`src/gst_map.svh`:
```
// Notes on behaviour
// - 16-bit count, bytes writable, write is immediate
// - run bit off stops; gate qualifies when enabled
// - source field picks instruction, system, external, capsense
// - system clock gives four counts per instruction
// - external source counts on rising edges
// - external source synchronised or asynchronous
// - falling edge needed before first counted rise
// - prescaler divides by 1, 2, 4, 8
// - prescaler hidden, cleared by count writes
// - crystal oscillator runs when enabled, also asleep
// - bypass bit skips the resynchronising stage
// - asynchronous external counting continues asleep, wakes
// - mode switch may skip or add one count
// - byte reads are always coherent
// - gate enable and gate polarity controls
// - gated count only when gate equals polarity
// - blocked gate holds count unchanged
// - rollover sets sticky overflow flag
// - gate source field selects four gate signals
// - special event clears count, write wins
`ifndef GST_MAP_SVH
`define GST_MAP_SVH

// =====================================================================
// register byte offsets
`define GST_OFF_CTRL       12'h000
`define GST_OFF_GATE       12'h004
`define GST_OFF_COUNT_LOW  12'h008
`define GST_OFF_COUNT_HIGH 12'h00c
`define GST_OFF_STATUS     12'h010

// =====================================================================
// field positions and reset values
`define GST_STATUS_OVF_BIT 0
`define GST_CTRL_RESET     8'h00
`define GST_GATE_RESET     8'h00
`define GST_COUNT_RESET    16'h0000
`define GST_CTRL_WMASK     8'hfd
`define GST_GATE_WMASK     8'hc3

// =====================================================================
// timing: instruction cycle is four system clocks
`define GST_INSTR_DIV      4

`endif

```
`src/gst_pkg.sv`:
```
// =====================================================================
// shared types of the gated timer
package gst_pkg;

  typedef enum logic [1:0] {
    GST_SRC_INSTR = 2'b00,
    GST_SRC_SYS   = 2'b01,
    GST_SRC_EXT   = 2'b10,
    GST_SRC_CAP   = 2'b11
  } gst_src_t;

  typedef enum logic [1:0] {
    GST_GATE_PIN  = 2'b00,
    GST_GATE_TOVF = 2'b01,
    GST_GATE_CMP1 = 2'b10,
    GST_GATE_CMP2 = 2'b11
  } gst_gsrc_t;

  typedef struct packed {
    gst_src_t   clock_source_select;
    logic [1:0] prescale_select;
    logic       crystal_osc_enable;
    logic       sync_bypass;
    logic       rsvd;
    logic       counter_run;
  } gst_ctrl_t;

  typedef struct packed {
    logic       gate_enable;
    logic       gate_polarity;
    logic [3:0] rsvd;
    gst_gsrc_t  gate_source_select;
  } gst_gate_t;

endpackage

```
`src/gst_prescaler.sv`:
```
`timescale 1ns/10ps
`default_nettype none
// =====================================================================
// divide-by-1/2/4/8 prescaler, never visible to software
module gst_prescaler
  import gst_pkg::*;
#(
  parameter int PS_W = 3
) (
  input  wire logic       pclk,
  input  wire logic       presetn,
  input  wire logic       clear,
  input  wire logic       tick,
  input  wire logic [1:0] sel,
  output logic            pulse
);

  initial begin
    if (PS_W < 3) $error("prescaler needs at least three bits");
  end

  logic [PS_W-1:0] cnt_q;
  logic [PS_W-1:0] cnt_d;
  logic [PS_W-1:0] mask;

  // mask of low bits that must be all ones to pass a tick
  always_comb begin
    case (sel)
      2'b00:   mask = PS_W'(0);
      2'b01:   mask = PS_W'(1);
      2'b10:   mask = PS_W'(3);
      default: mask = PS_W'(7);
    endcase
    pulse = tick & ((cnt_q & mask) == mask);
    cnt_d = cnt_q;
    if (clear) begin
      cnt_d = '0;
    end else if (tick) begin
      cnt_d = (cnt_q & mask) == mask ? '0 : cnt_q + PS_W'(1);
    end
  end

  // prescale state register
  always_ff @(posedge pclk or negedge presetn) begin
    if (!presetn) begin
      cnt_q <= '0;
    end else begin
      cnt_q <= cnt_d;
    end
  end
endmodule
`default_nettype wire

```
`src/gst_timer.sv`:
```
`timescale 1ns/10ps
`default_nettype none
`include "gst_map.svh"
// =====================================================================
// gated 16-bit timer/counter with apb register access
module gst_timer
  import gst_pkg::*;
#(
  parameter int COUNT_W = 16
) (
  input  wire logic        pclk,
  input  wire logic        presetn,
  input  wire logic        psel,
  input  wire logic        penable,
  input  wire logic        pwrite,
  input  wire logic [11:0] paddr,
  input  wire logic [31:0] pwdata,
  input  wire logic [3:0]  pstrb,
  output logic [31:0]      prdata,
  output logic             pready,
  output logic             pslverr,
  input  wire logic        external_count_input,
  input  wire logic        cap_sense_osc,
  input  wire logic        crystal_in,
  output logic             crystal_out,
  output logic             crystal_osc_run,
  input  wire logic        gate_input,
  input  wire logic        other_timer_overflow,
  input  wire logic        comparator1_out,
  input  wire logic        comparator2_out,
  input  wire logic        special_event,
  input  wire logic        sleep_mode,
  output logic             overflow_flag,
  output logic             wake_request
);

  initial begin
    if (COUNT_W != 16) $error("counter is built from two bytes");
  end

  // =====================================================================
  // apb decode
  logic            setup;
  logic            access;
  logic            wr;
  logic            mapped;
  logic            wr_ctrl;
  logic            wr_gate;
  logic            wr_low;
  logic            wr_high;
  logic            wr_stat;
  logic            count_wr;
  logic [7:0]      wbyte;

  // zero wait state slave; an unmapped address is refused with pslverr
  always_comb begin
    setup   = psel & ~penable;
    access  = psel & penable;
    mapped  = paddr == `GST_OFF_CTRL || paddr == `GST_OFF_GATE ||
              paddr == `GST_OFF_COUNT_LOW ||
              paddr == `GST_OFF_COUNT_HIGH || paddr == `GST_OFF_STATUS;
    pready  = 1'b1;
    pslverr = access & ~mapped;
    wr      = access & pwrite & pstrb[0];
    wbyte   = pwdata[7:0];
    wr_ctrl = wr & (paddr == `GST_OFF_CTRL);
    wr_gate = wr & (paddr == `GST_OFF_GATE);
    wr_low  = wr & (paddr == `GST_OFF_COUNT_LOW);
    wr_high = wr & (paddr == `GST_OFF_COUNT_HIGH);
    wr_stat = wr & (paddr == `GST_OFF_STATUS);
    count_wr = wr_low | wr_high;
  end

  // =====================================================================
  // control registers
  gst_ctrl_t ctrl_q;
  gst_ctrl_t ctrl_d;
  gst_gate_t gate_q;
  gst_gate_t gate_d;

  // reserved bits are masked so they always read zero
  always_comb begin
    ctrl_d = ctrl_q;
    gate_d = gate_q;
    if (wr_ctrl) begin
      ctrl_d = gst_ctrl_t'(wbyte & `GST_CTRL_WMASK);
    end
    if (wr_gate) begin
      gate_d = gst_gate_t'(wbyte & `GST_GATE_WMASK);
    end
  end

  // control state register
  always_ff @(posedge pclk or negedge presetn) begin
    if (!presetn) begin
      ctrl_q <= gst_ctrl_t'(`GST_CTRL_RESET);
      gate_q <= gst_gate_t'(`GST_GATE_RESET);
    end else begin
      ctrl_q <= ctrl_d;
      gate_q <= gate_d;
    end
  end

  // =====================================================================
  // clock source selection and edge detection
  logic       src_ext;
  logic       src_level;
  logic       async_ext;
  logic       raw_q;
  logic       rs1_q;
  logic       rs2_q;
  logic       prev_q;
  logic       lvl_now;
  logic       rise;
  logic       fall;
  logic [1:0] div_q;
  logic [1:0] div_d;
  logic       int_tick;
  logic       xo_q;

  // external sources: pin or crystal under 10, capsense under 11
  always_comb begin
    src_ext   = ctrl_q.clock_source_select[1];
    src_level = ctrl_q.clock_source_select == GST_SRC_CAP ? cap_sense_osc :
                ctrl_q.crystal_osc_enable ? crystal_in :
                external_count_input;
    async_ext = src_ext & ctrl_q.sync_bypass;
    // bypass skips the two resync flops; switching modes can drop
    // or repeat one edge, which is accepted behaviour
    lvl_now   = ctrl_q.sync_bypass ? raw_q : rs2_q;
    rise      = lvl_now & ~prev_q;
    fall      = ~lvl_now & prev_q;
    div_d     = div_q + 2'd1;
    int_tick  = ctrl_q.clock_source_select == GST_SRC_SYS ? 1'b1 :
                div_q == 2'(`GST_INSTR_DIV - 1);
  end

  // sampling and resync stages, instruction clock divider
  always_ff @(posedge pclk or negedge presetn) begin
    if (!presetn) begin
      raw_q  <= 1'b0;
      rs1_q  <= 1'b0;
      rs2_q  <= 1'b0;
      prev_q <= 1'b0;
      div_q  <= 2'd0;
      xo_q   <= 1'b0;
    end else begin
      raw_q  <= src_level;
      rs1_q  <= raw_q;
      rs2_q  <= rs1_q;
      prev_q <= lvl_now;
      div_q  <= div_d;
      xo_q   <= ctrl_q.crystal_osc_enable & ~crystal_in;
    end
  end

  // amplifier keeps running whatever sleep_mode says
  assign crystal_osc_run = ctrl_q.crystal_osc_enable;
  assign crystal_out     = xo_q;

  // =====================================================================
  // gate and count enable
  logic gate_sig;
  logic gate_ok;
  logic sleep_ok;
  logic enable;
  logic armed_q;
  logic armed_d;
  logic tick;
  logic presc_pulse;

  always_comb begin
    case (gate_q.gate_source_select)
      GST_GATE_PIN:  gate_sig = gate_input;
      GST_GATE_TOVF: gate_sig = other_timer_overflow;
      GST_GATE_CMP1: gate_sig = comparator1_out;
      default:       gate_sig = comparator2_out;
    endcase
    gate_ok  = ~gate_q.gate_enable |
               (gate_sig == gate_q.gate_polarity);
    sleep_ok = ~sleep_mode | async_ext;
    enable   = ctrl_q.counter_run & gate_ok & sleep_ok;
    // counter mode waits for a falling edge before the first rise
    armed_d  = armed_q;
    if (!ctrl_q.counter_run || count_wr) begin
      armed_d = 1'b0;
    end else if (fall) begin
      armed_d = 1'b1;
    end
    tick = enable & (src_ext ? (rise & armed_q) : int_tick);
  end

  // falling-edge arming flag
  always_ff @(posedge pclk or negedge presetn) begin
    if (!presetn) begin
      armed_q <= 1'b0;
    end else begin
      armed_q <= armed_d;
    end
  end

  gst_prescaler #(
    .PS_W (3)
  ) u_presc (
    .pclk    (pclk),
    .presetn (presetn),
    .clear   (count_wr),
    .tick    (tick),
    .sel     (ctrl_q.prescale_select),
    .pulse   (presc_pulse)
  );

  // =====================================================================
  // counter, overflow flag, read data
  logic [COUNT_W-1:0] count_q;
  logic [COUNT_W-1:0] count_d;
  logic               ovf_set;
  logic               flag_q;
  logic               flag_d;
  logic               wake_q;
  logic [31:0]        rdata_q;
  logic [31:0]        rdata_d;

  // a byte write beats the special event and any increment
  always_comb begin
    ovf_set = 1'b0;
    count_d = count_q;
    if (count_wr) begin
      if (wr_low) count_d[7:0] = wbyte;
      if (wr_high) count_d[15:8] = wbyte;
    end else if (special_event) begin
      count_d = '0;
    end else if (presc_pulse) begin
      count_d = count_q + 16'h0001;
      ovf_set = count_q == 16'hffff;
    end
    // sticky flag: a new overflow wins over a clear
    flag_d = flag_q;
    if (wr_stat && wbyte[`GST_STATUS_OVF_BIT]) flag_d = 1'b0;
    if (ovf_set) flag_d = 1'b1;
    // read data sampled at setup from pclk-domain flops, so a byte
    // can never be torn by a running external clock
    rdata_d = rdata_q;
    if (setup) begin
      case (paddr)
        `GST_OFF_CTRL:       rdata_d = {24'h000000, ctrl_q};
        `GST_OFF_GATE:       rdata_d = {24'h000000, gate_q};
        `GST_OFF_COUNT_LOW:  rdata_d = {24'h000000, count_q[7:0]};
        `GST_OFF_COUNT_HIGH: rdata_d = {24'h000000, count_q[15:8]};
        `GST_OFF_STATUS:     rdata_d = {31'h00000000, flag_q};
        default:             rdata_d = 32'h00000000;
      endcase
    end
  end

  // counter and status registers
  always_ff @(posedge pclk or negedge presetn) begin
    if (!presetn) begin
      count_q <= `GST_COUNT_RESET;
      flag_q  <= 1'b0;
      wake_q  <= 1'b0;
      rdata_q <= 32'h00000000;
    end else begin
      count_q <= count_d;
      flag_q  <= flag_d;
      wake_q  <= flag_d & sleep_mode;
      rdata_q <= rdata_d;
    end
  end

  assign prdata        = rdata_q;
  assign overflow_flag = flag_q;
  assign wake_request  = wake_q;

  logic quiet;
  assign quiet = ~count_wr & ~special_event;
endmodule
`default_nettype wire

```
`config.mk`:
```
export PLATFORM = sky130hd
export DESIGN_NAME = gst_timer
export DESIGN_NICKNAME = d
export VERILOG_FILES = /design/src/gst_pkg.sv /design/src/gst_prescaler.sv /design/src/gst_timer.sv
export VERILOG_INCLUDE_DIRS = /design/src
export SDC_FILE = /design/constraint.sdc
export NUM_CORES = 1
export LEC_CHECK = 0
export ABC_AREA = 1
export ABC_CLOCK_PERIOD_IN_PS = 1600
export BUFFER_PORTS_ARGS = -buffer_cell sky130_fd_sc_hd__buf_2
export CORE_ASPECT_RATIO = 1.4
export CORE_MARGIN = 2
export CORE_UTILIZATION = 48
export CTS_BUF_LIST = sky130_fd_sc_hd__clkbuf_2
export DETAILED_ROUTE_END_ITERATION = 7
export PLACE_DENSITY = 0.78
export SYNTH_ARGS = -nofsm -noshare
export SYNTH_HDL_FRONTEND = slang
export SYNTH_HIERARCHICAL = 1
export SYNTH_SLANG_ARGS = --single-unit
export TNS_END_PERCENT = 30
```
`constraint.sdc`:
```
create_clock -name pclk -period 1.6 [get_ports pclk]
set_input_delay 0.16 -clock pclk [delete_from_list [all_inputs] [get_ports pclk]]
set_output_delay 0.16 -clock pclk [all_outputs]
set_load 0.01 [all_outputs]
```
==> impl_metrics.json, run 1 <==
{
  "vias_per_cell": 5.23,
  "coreArea_um2": 6570,
  "crit_path_max_fanout": 8,
  "drt-initial-drc-count": 296,
  "r2r_slack_ns": -0.32,
  "path_cells": "ha_1 > nor2_1 > o31ai_2 > o211ai_1 > inv_1 > inv_2 > a21oi_4 > inv_4 > a31oi_4 > nand2_1 > nand2_1",
  "endpoint_kind": "flip-flop",
  "grt_pass1_vias": 3195,
  "syn_inst": 467,
  "nFillCells": 596,
  "drt-total-wl_um": 9380,
  "power_mw": 2.21,
  "cp.arrival_ns": 2.29,
  "die_x_um": 73.6,
  "floorplan.initialDensity_pct": 49.5,
  "dr.pass1.iters": 5,
  "synth_seq_cells": 48,
  "setup_violations": 21,
  "rsz0062_at_grt": "yes",
  "max-vdd-ir-drop_uv": 388,
  "yosysSeqAreaShare_pct": 37.0,
  "syn_avg_cell_area_um2": 6.96,
  "die_h_um": 101,
  "final-hold-violation-count": 0,
  "whs_path_depth": 3,
  "clockRootBuffer": "clkbuf_2",
  "max_freq_mhz": 522,
  "cts_sinks": 48,
  "via_count": 3363,
  "required_ns": 1.97,
  "drc": 0,
  "syn_to_final_growth_pct": 24.6,
  "antenna_found_initial": 0,
  "clock_path_buffers": 2,
  "min_to": "raw_q",
  "portBuffers": 47,
  "wire_per_inst_um": 14.6,
  "slew_violations": 0,
  "slowest_delay_ns": 0.44,
  "layout_setup_ws_ns": -0.317,
  "leakage_nw": 2.16,
  "p_sw_uw": 595,
  "yosys_warnings": 6,
  "rr_worst_depth": 11,
  "status": "finished, violations left",
  "std_cell_rows": 35,
  "failed_checks": "setup timing",
  "finalNonFillerCells": 643,
  "ff_latch_area_um2": 1200,
  "grtUsageTotal_pct": 25.9,
  "p_sw_share_pct": 27.0,
  "critPathKind": "flip-flop to flip-flop",
  "multi_input_area_um2": 1790,
  "power_frac_seq_pct": 56.7,
  "nets": 633,
  "hold_path.class": "primary input to flip-flop",
  "reg2reg_from": "div_q[0]",
  "drive_gt1_share_pct": 26.4,
  "dp.cells": 611,
  "grt_start_max_net_pins": 22,
  "hold_start": "external_count_input",
  "ant_nets": 0,
  "power.density_nw_per_um2": 545,
  "period_share_pct": 120,
  "antenna_cells": 0,
  "maxCapViolations": 0,
  "io_pins": 100,
  "synth_cell_types": 33,
  "syn-cell-area_um2": 3250,
  "synth_ff_type": "dfrtp_1",
  "p_int_mw": 1.61,
  "critPathSlowestCell": "dfrtp_1",
  "finalCriticalPeriod_ns": 1.92,
  "die_area_um2": 7460,
  "final_core_util_pct": 61.7,
  "pwr-share-clk_pct": 30.9,
  "dp_hpwl_um": 7300,
  "cts_buffers": 5,
  "grt_first_pass_wirelength_um": 14900,
  "gp_congestion": 0.942,
  "synth-edff-count": 0,
  "tns_ns": -5.63,
  "pwr-share-comb_pct": 12.4,
  "cts_tree": "built",
  "gr-total-overflow": 0,
  "finClkSkew_ns": 0.0381,
  "critical_path.startpoint_type": "flip-flop",
  "insertion_delay_ns": 0.44,
  "worst_path_most_repeated_cell": "nand2_1",
  "cts_max_level": 2,
  "async_flop_share_pct": 100,
  "clkTransAtPathRegs_ns": 0.29,
  "worstReg2RegEnd": "count_q[6]"
}
[power by group through the flow]
| stage | clock, mW | sequential [mW] | combinational, mW |
|---|---|---|---|
| 2_1_floorplan | 0 | 1.27 | 0.156 |
| 3_3_place_gp | 0 | 1.27 | 0.239 |
| 3_5_place_dp | 0 | 1.27 | 0.243 |
| 4_1_cts | 0.695 | 1.25 | 0.269 |
| 5_1_grt | 0.731 | 1.25 | 0.307 |
| 6_report | 0.682 | 1.25 | 0.274 |
[area by class of cell]
| class | count | area share (%) |
|---|---|---|
| Multi-Input combinational cell | 361 | 44.1 |
| Sequential cell | 48 | 29.7 |
| Timing Repair Buffer | 102 | 17.5 |
| Inverter | 50 | 4.70 |
| Tap cell | 74 | 2.29 |
| Clock inverter | 3 | 1.14 |
| Clock buffer | 5 | 0.618 |
[critical path: cells and delay by family (launching register included)]
family | cells | cell delay, ns
AO/OA/AOI/OAI | 4 | 0.78
flip-flops | 1 | 0.44
buffers and inverters | 3 | 0.25
AND/OR/NAND/NOR | 3 | 0.22
adder cells (fa/ha/maj) | 1 | 0.16
[synthesized netlist by cell type, types with 3 or more instances]
cell type  instances  area, um2
nor2_2             4       25.0
nand2_1          161        604
buf_6              3       33.8
nand2_2           13       81.3
o211ai_1           6       45.0
buf_4             26        195
nand3_1           46        230
nand4_1            5       31.3
inv_1             47        176
dfrtp_1           48       1200
nor2_1            31        116
o21ai_0           17       85.1
nand2_4            4       45.0
nor3_1             4       20.0
nand3_2            3       30.0
a21oi_1           10       50.1
o21ai_1           16       80.1
ha_1               3       37.5
[cells in the final DEF, fill, tap and decap left out, types with 3 or more instances in the layout]
master           n
nand2_4          8
o211ai_1         6
o21ai_0         17
conb_1          25
ha_1             3
buf_4           40
nor3_1           4
nor2_1          31
clkbuf_2         5
a21oi_1          7
o21ai_1         15
dlygate4sd3_1   12
inv_1           42
buf_2           47
inv_2            6
dfrtp_1         47
nor2_2           4
nand2_1        155
nand4_1          5
nand2_2         15
nand3_2          6
nand3_1         43
[flip-flops by register name, summed over array words and instances (netlist names)]
signal / cells
crystal_osc_run: 1
crystal_out: 1
div_q: 2
prev_q: 1
gate_q: 4
overflow_flag: 1
wake_request: 1
prdata: 8
rs1_q: 1
rs2_q: 1
armed_q: 1
count_q: 16
ctrl_q: 6
raw_q: 1
u_presc/cnt_q: 3
[timing repair]
| item | CTS | global route |
|---|---|---|
| hold buffers | 12 | 0 |
| pin swaps | 6 | 9 |
| buffers inserted | 11 | 1 |
| endpoints found under the setup margin | 19 | 21 |
| gates resized for setup | 10 | 15 |
| hold endpoints to repair | 38 | 0 |
[cell families after synthesis]
logic type                 synth area share (%)
DFF                                        37.0
xor gates and xnor gates                  0.269
adders and majority gates                  1.15
AOI/OAI and AO/OA                          9.97
other                                     0.231
and+or+nand+nor                            38.3
buffers and inverters                      13.1
[metrics by stage]
step	setup WS (ns)	hold slack (ns)	area [um2]
after global placement	-0.177	0.132	3690
final	-0.317	0.0174	4050
after floorplan	0.0139	-0.136	3340
after detailed placement	-0.210	0.138	3690
after global routing	-0.426	0.00714	4050
after CTS	-0.275	0.0151	4000
[layer usage]
layer | share of wire, % | global-route usage, %
met1 | 38 | 29.9
met2 | 53 | 47.3
met3 | 4.9 | 3.08
met4 | 4.0 | 10.5
met5 | 0 | 0
[how the worst max path moves through the flow]
| stage | slack [ns] | depth (start not counted) | startpoint | end |
|---|---|---|---|---|
| final | -0.32 | 11 | div_q[0] | count_q[6] |
| after global routing | -0.43 | 13 | ctrl_q[2] | count_q[5] |
| after CTS | -0.28 | 13 | ctrl_q[7] | count_q[14] |
| after detailed placement | -0.21 | 11 | ctrl_q[7] | wake_request |
| after global placement | -0.18 | 11 | ctrl_q[7] | wake_request |
| after floorplan | 0.01 | 14 | ctrl_q[2] | count_q[5] |
Power figures use the tool's default switching activity.
==> run 2, diff against run 1 <==
CORE_MARGIN = unset   (was 2)
==> run 2 against run 1 <==
  * The flow still finishes with violations (setup timing)
  * Wire length shrank 1.4%
  * Sequential power is essentially flat
  * Core utilization shrank 1.6 points
  * Sequential share of layout area grew 0.74 points
  * Highest routed layer unchanged
  * Design area shrank 2.5%
  * Critical path depth is the same
  * Combinational power is essentially flat
  * Clock power shrank 23%
  * Clock skew shrank 0.016 ns
  * Via count is the same
  * First-iteration DRC count shrank 29%
==> impl_metrics.json, run 2 (synthesis results as in run 1) <==
{
  "status": "finished, violations left",
  "failed_checks": "setup timing",
  "coreArea_um2": 6570,
  "final_common_cell": "nand2_1",
  "portBuffers": 47,
  "clockRootBuffer": "clkbuf_2",
  "dp_slack_ns": -0.269,
  "layout_setup_ws_ns": -0.325,
  "floorplan.initialDensity_pct": 49.5,
  "die_x_um": 71.6,
  "cts_max_level": 2,
  "grtUsageTotal_pct": 27.1,
  "io_pins": 100,
  "slew_violations": 0,
  "cts_tree": "built",
  "antenna_cells": 0,
  "die_h_um": 99.4,
  "vias_per_cell": 5.28,
  "required_ns": 1.99,
  "drt-initial-drc-count": 209,
  "via_count": 3363,
  "finalCriticalPeriod_ns": 1.93,
  "nets": 627,
  "grt_first_pass_wirelength_um": 15000,
  "final_cell_mix": "nand2_1 (161), dfrtp_1 (48), buf_2 (47), nand3_1 (43), inv_1 (42)",
  "critical_path.startpoint_type": "flip-flop",
  "largest_reg_flops": 16,
  "die_area_um2": 7110,
  "final_core_util_pct": 60.1,
  "dr.pass1.iters": 7,
  "power.density_nw_per_um2": 519,
  "grt_start_max_net_pins": 49,
  "critPathKind": "flip-flop to flip-flop",
  "endpoint_kind": "flip-flop",
  "dp_hpwl_um": 6920,
  "setup_violations": 21,
  "finClkSkew_ns": 0.0224,
  "drc": 0,
  "regMostFlops": "count_q",
  "leakage_nw": 2.09,
  "gp_congestion": 0.962,
  "clock_path_buffers": 2,
  "drt-total-wl_um": 9250,
  "insertion_delay_ns": 0.45,
  "cts_buffers": 5,
  "grt_pass1_vias": 3232,
  "ant_nets": 0,
  "max-vdd-ir-drop_uv": 297,
  "crit_path_max_fanout": 8,
  "rsz0062_at_grt": "yes",
  "wire_per_inst_um": 14.5,
  "antenna_found_initial": 0,
  "std_cell_rows": 35,
  "drive_gt1_share_pct": 24.7,
  "final-hold-violation-count": 0,
  "cp.arrival_ns": 2.32,
  "gr-total-overflow": 0,
  "cts_sinks": 48,
  "hold_path.class": "primary input to flip-flop",
  "period_share_pct": 120,
  "maxCapViolations": 0,
  "clkTransAtPathRegs_ns": 0.27,
  "max_freq_mhz": 519,
  "syn_to_final_growth_pct": 21.4
}
run 2: changes by cell type in the layout (fill, tap and decap cells not counted), moves of 3 or more:
cell,previous run,this run
nand2_4,8,5
nand2_1,155,161
nand2_2,15,12
buf_4,40,34
run 2: layout make-up:
| class | count | area, um2 |
|---|---|---|
| flip-flops and latches | 48 | 1200 |
| well taps | 74 | 92.6 |
| repair buffers | 96 | 652 |
| fillers | 604 | 2620 |
| clock buffers | 5 | 25.0 |
| inverters | 50 | 188 |
| clock inverters | 3 | 23.8 |
| multi-input cells | 361 | 1770 |
run 2: power breakdown:
group	total (mW)	internal, mW	switching (mW)
clock	0.528	0.109	0.419
sequential	1.25	1.23	0.0121
combinational	0.274	0.107	0.167
total	2.05	1.45	0.598
run 2: critical path, cell delays in order, from the launching register on:
cell      delay (ns)
dfrtp_1         0.42
ha_2            0.17
nor2_2          0.04
o31ai_2         0.23
o211ai_1        0.12
inv_1           0.10
inv_2           0.06
a21oi_4         0.15
inv_2           0.09
a31oi_4         0.30
nand2_1         0.10
nand2_1         0.09
run 2: through the flow:
| step | TNS [ns] | hold WS, ns | cell area [um2] | power [mW] | std cells |
|---|---|---|---|---|---|
| 2_1_floorplan | 0 | -0.136 | 3340 | 1.42 | 490 |
| 3_3_place_gp | -2.61 | 0.161 | 3650 | 1.51 | 608 |
| 3_5_place_dp | -4.10 | 0.165 | 3650 | 1.51 | 608 |
| 4_1_cts | -4.03 | -0.0685 | 3900 | 2.06 | 633 |
| 5_1_grt | -7.38 | 0.101 | 3950 | 2.14 | 637 |
| 6_report | -5.17 | 0.0866 | 3950 | 2.05 | 637 |
run 2: path summary, 6_finish.rpt:
path | depth (start not counted) | start | slack [ns] | end
worst max-delay path | 11 | div_q[0] | -0.33 | count_q[0]
worst min-delay path | 6 | special_event | 0.09 | count_q[4]
worst max register to register | 11 | div_q[0] | -0.33 | count_q[0]
worst min register to register | 0 | rs1_q | 0.40 | rs2_q
max in group asynchronous | 3 | presetn | 1.19 | count_q[10]
min in group asynchronous | 3 | presetn | 0.17 | rs1_q
run 2: per-layer routing:
metal	share of wire (%)	GRT usage (%)	routed length, um	vias to the layer above
met5	0	0	0	-
met4	4.1	13.4	380	0
met3	4.7	3.75	438	31
met2	53	48.9	4870	140
met1	38	31.0	3550	1558
li1	-	-	-	1634
run 2: timing repair:
| item | CTS | global route |
|---|---|---|
| resized for setup | 12 | 5 |
| hold buffers | 12 | 1 |
| pin swaps | 15 | 15 |
| endpoints found under the setup margin | 18 | 21 |
| buffers inserted | 5 | 3 |
| endpoints found under the hold margin | 61 | 1 |
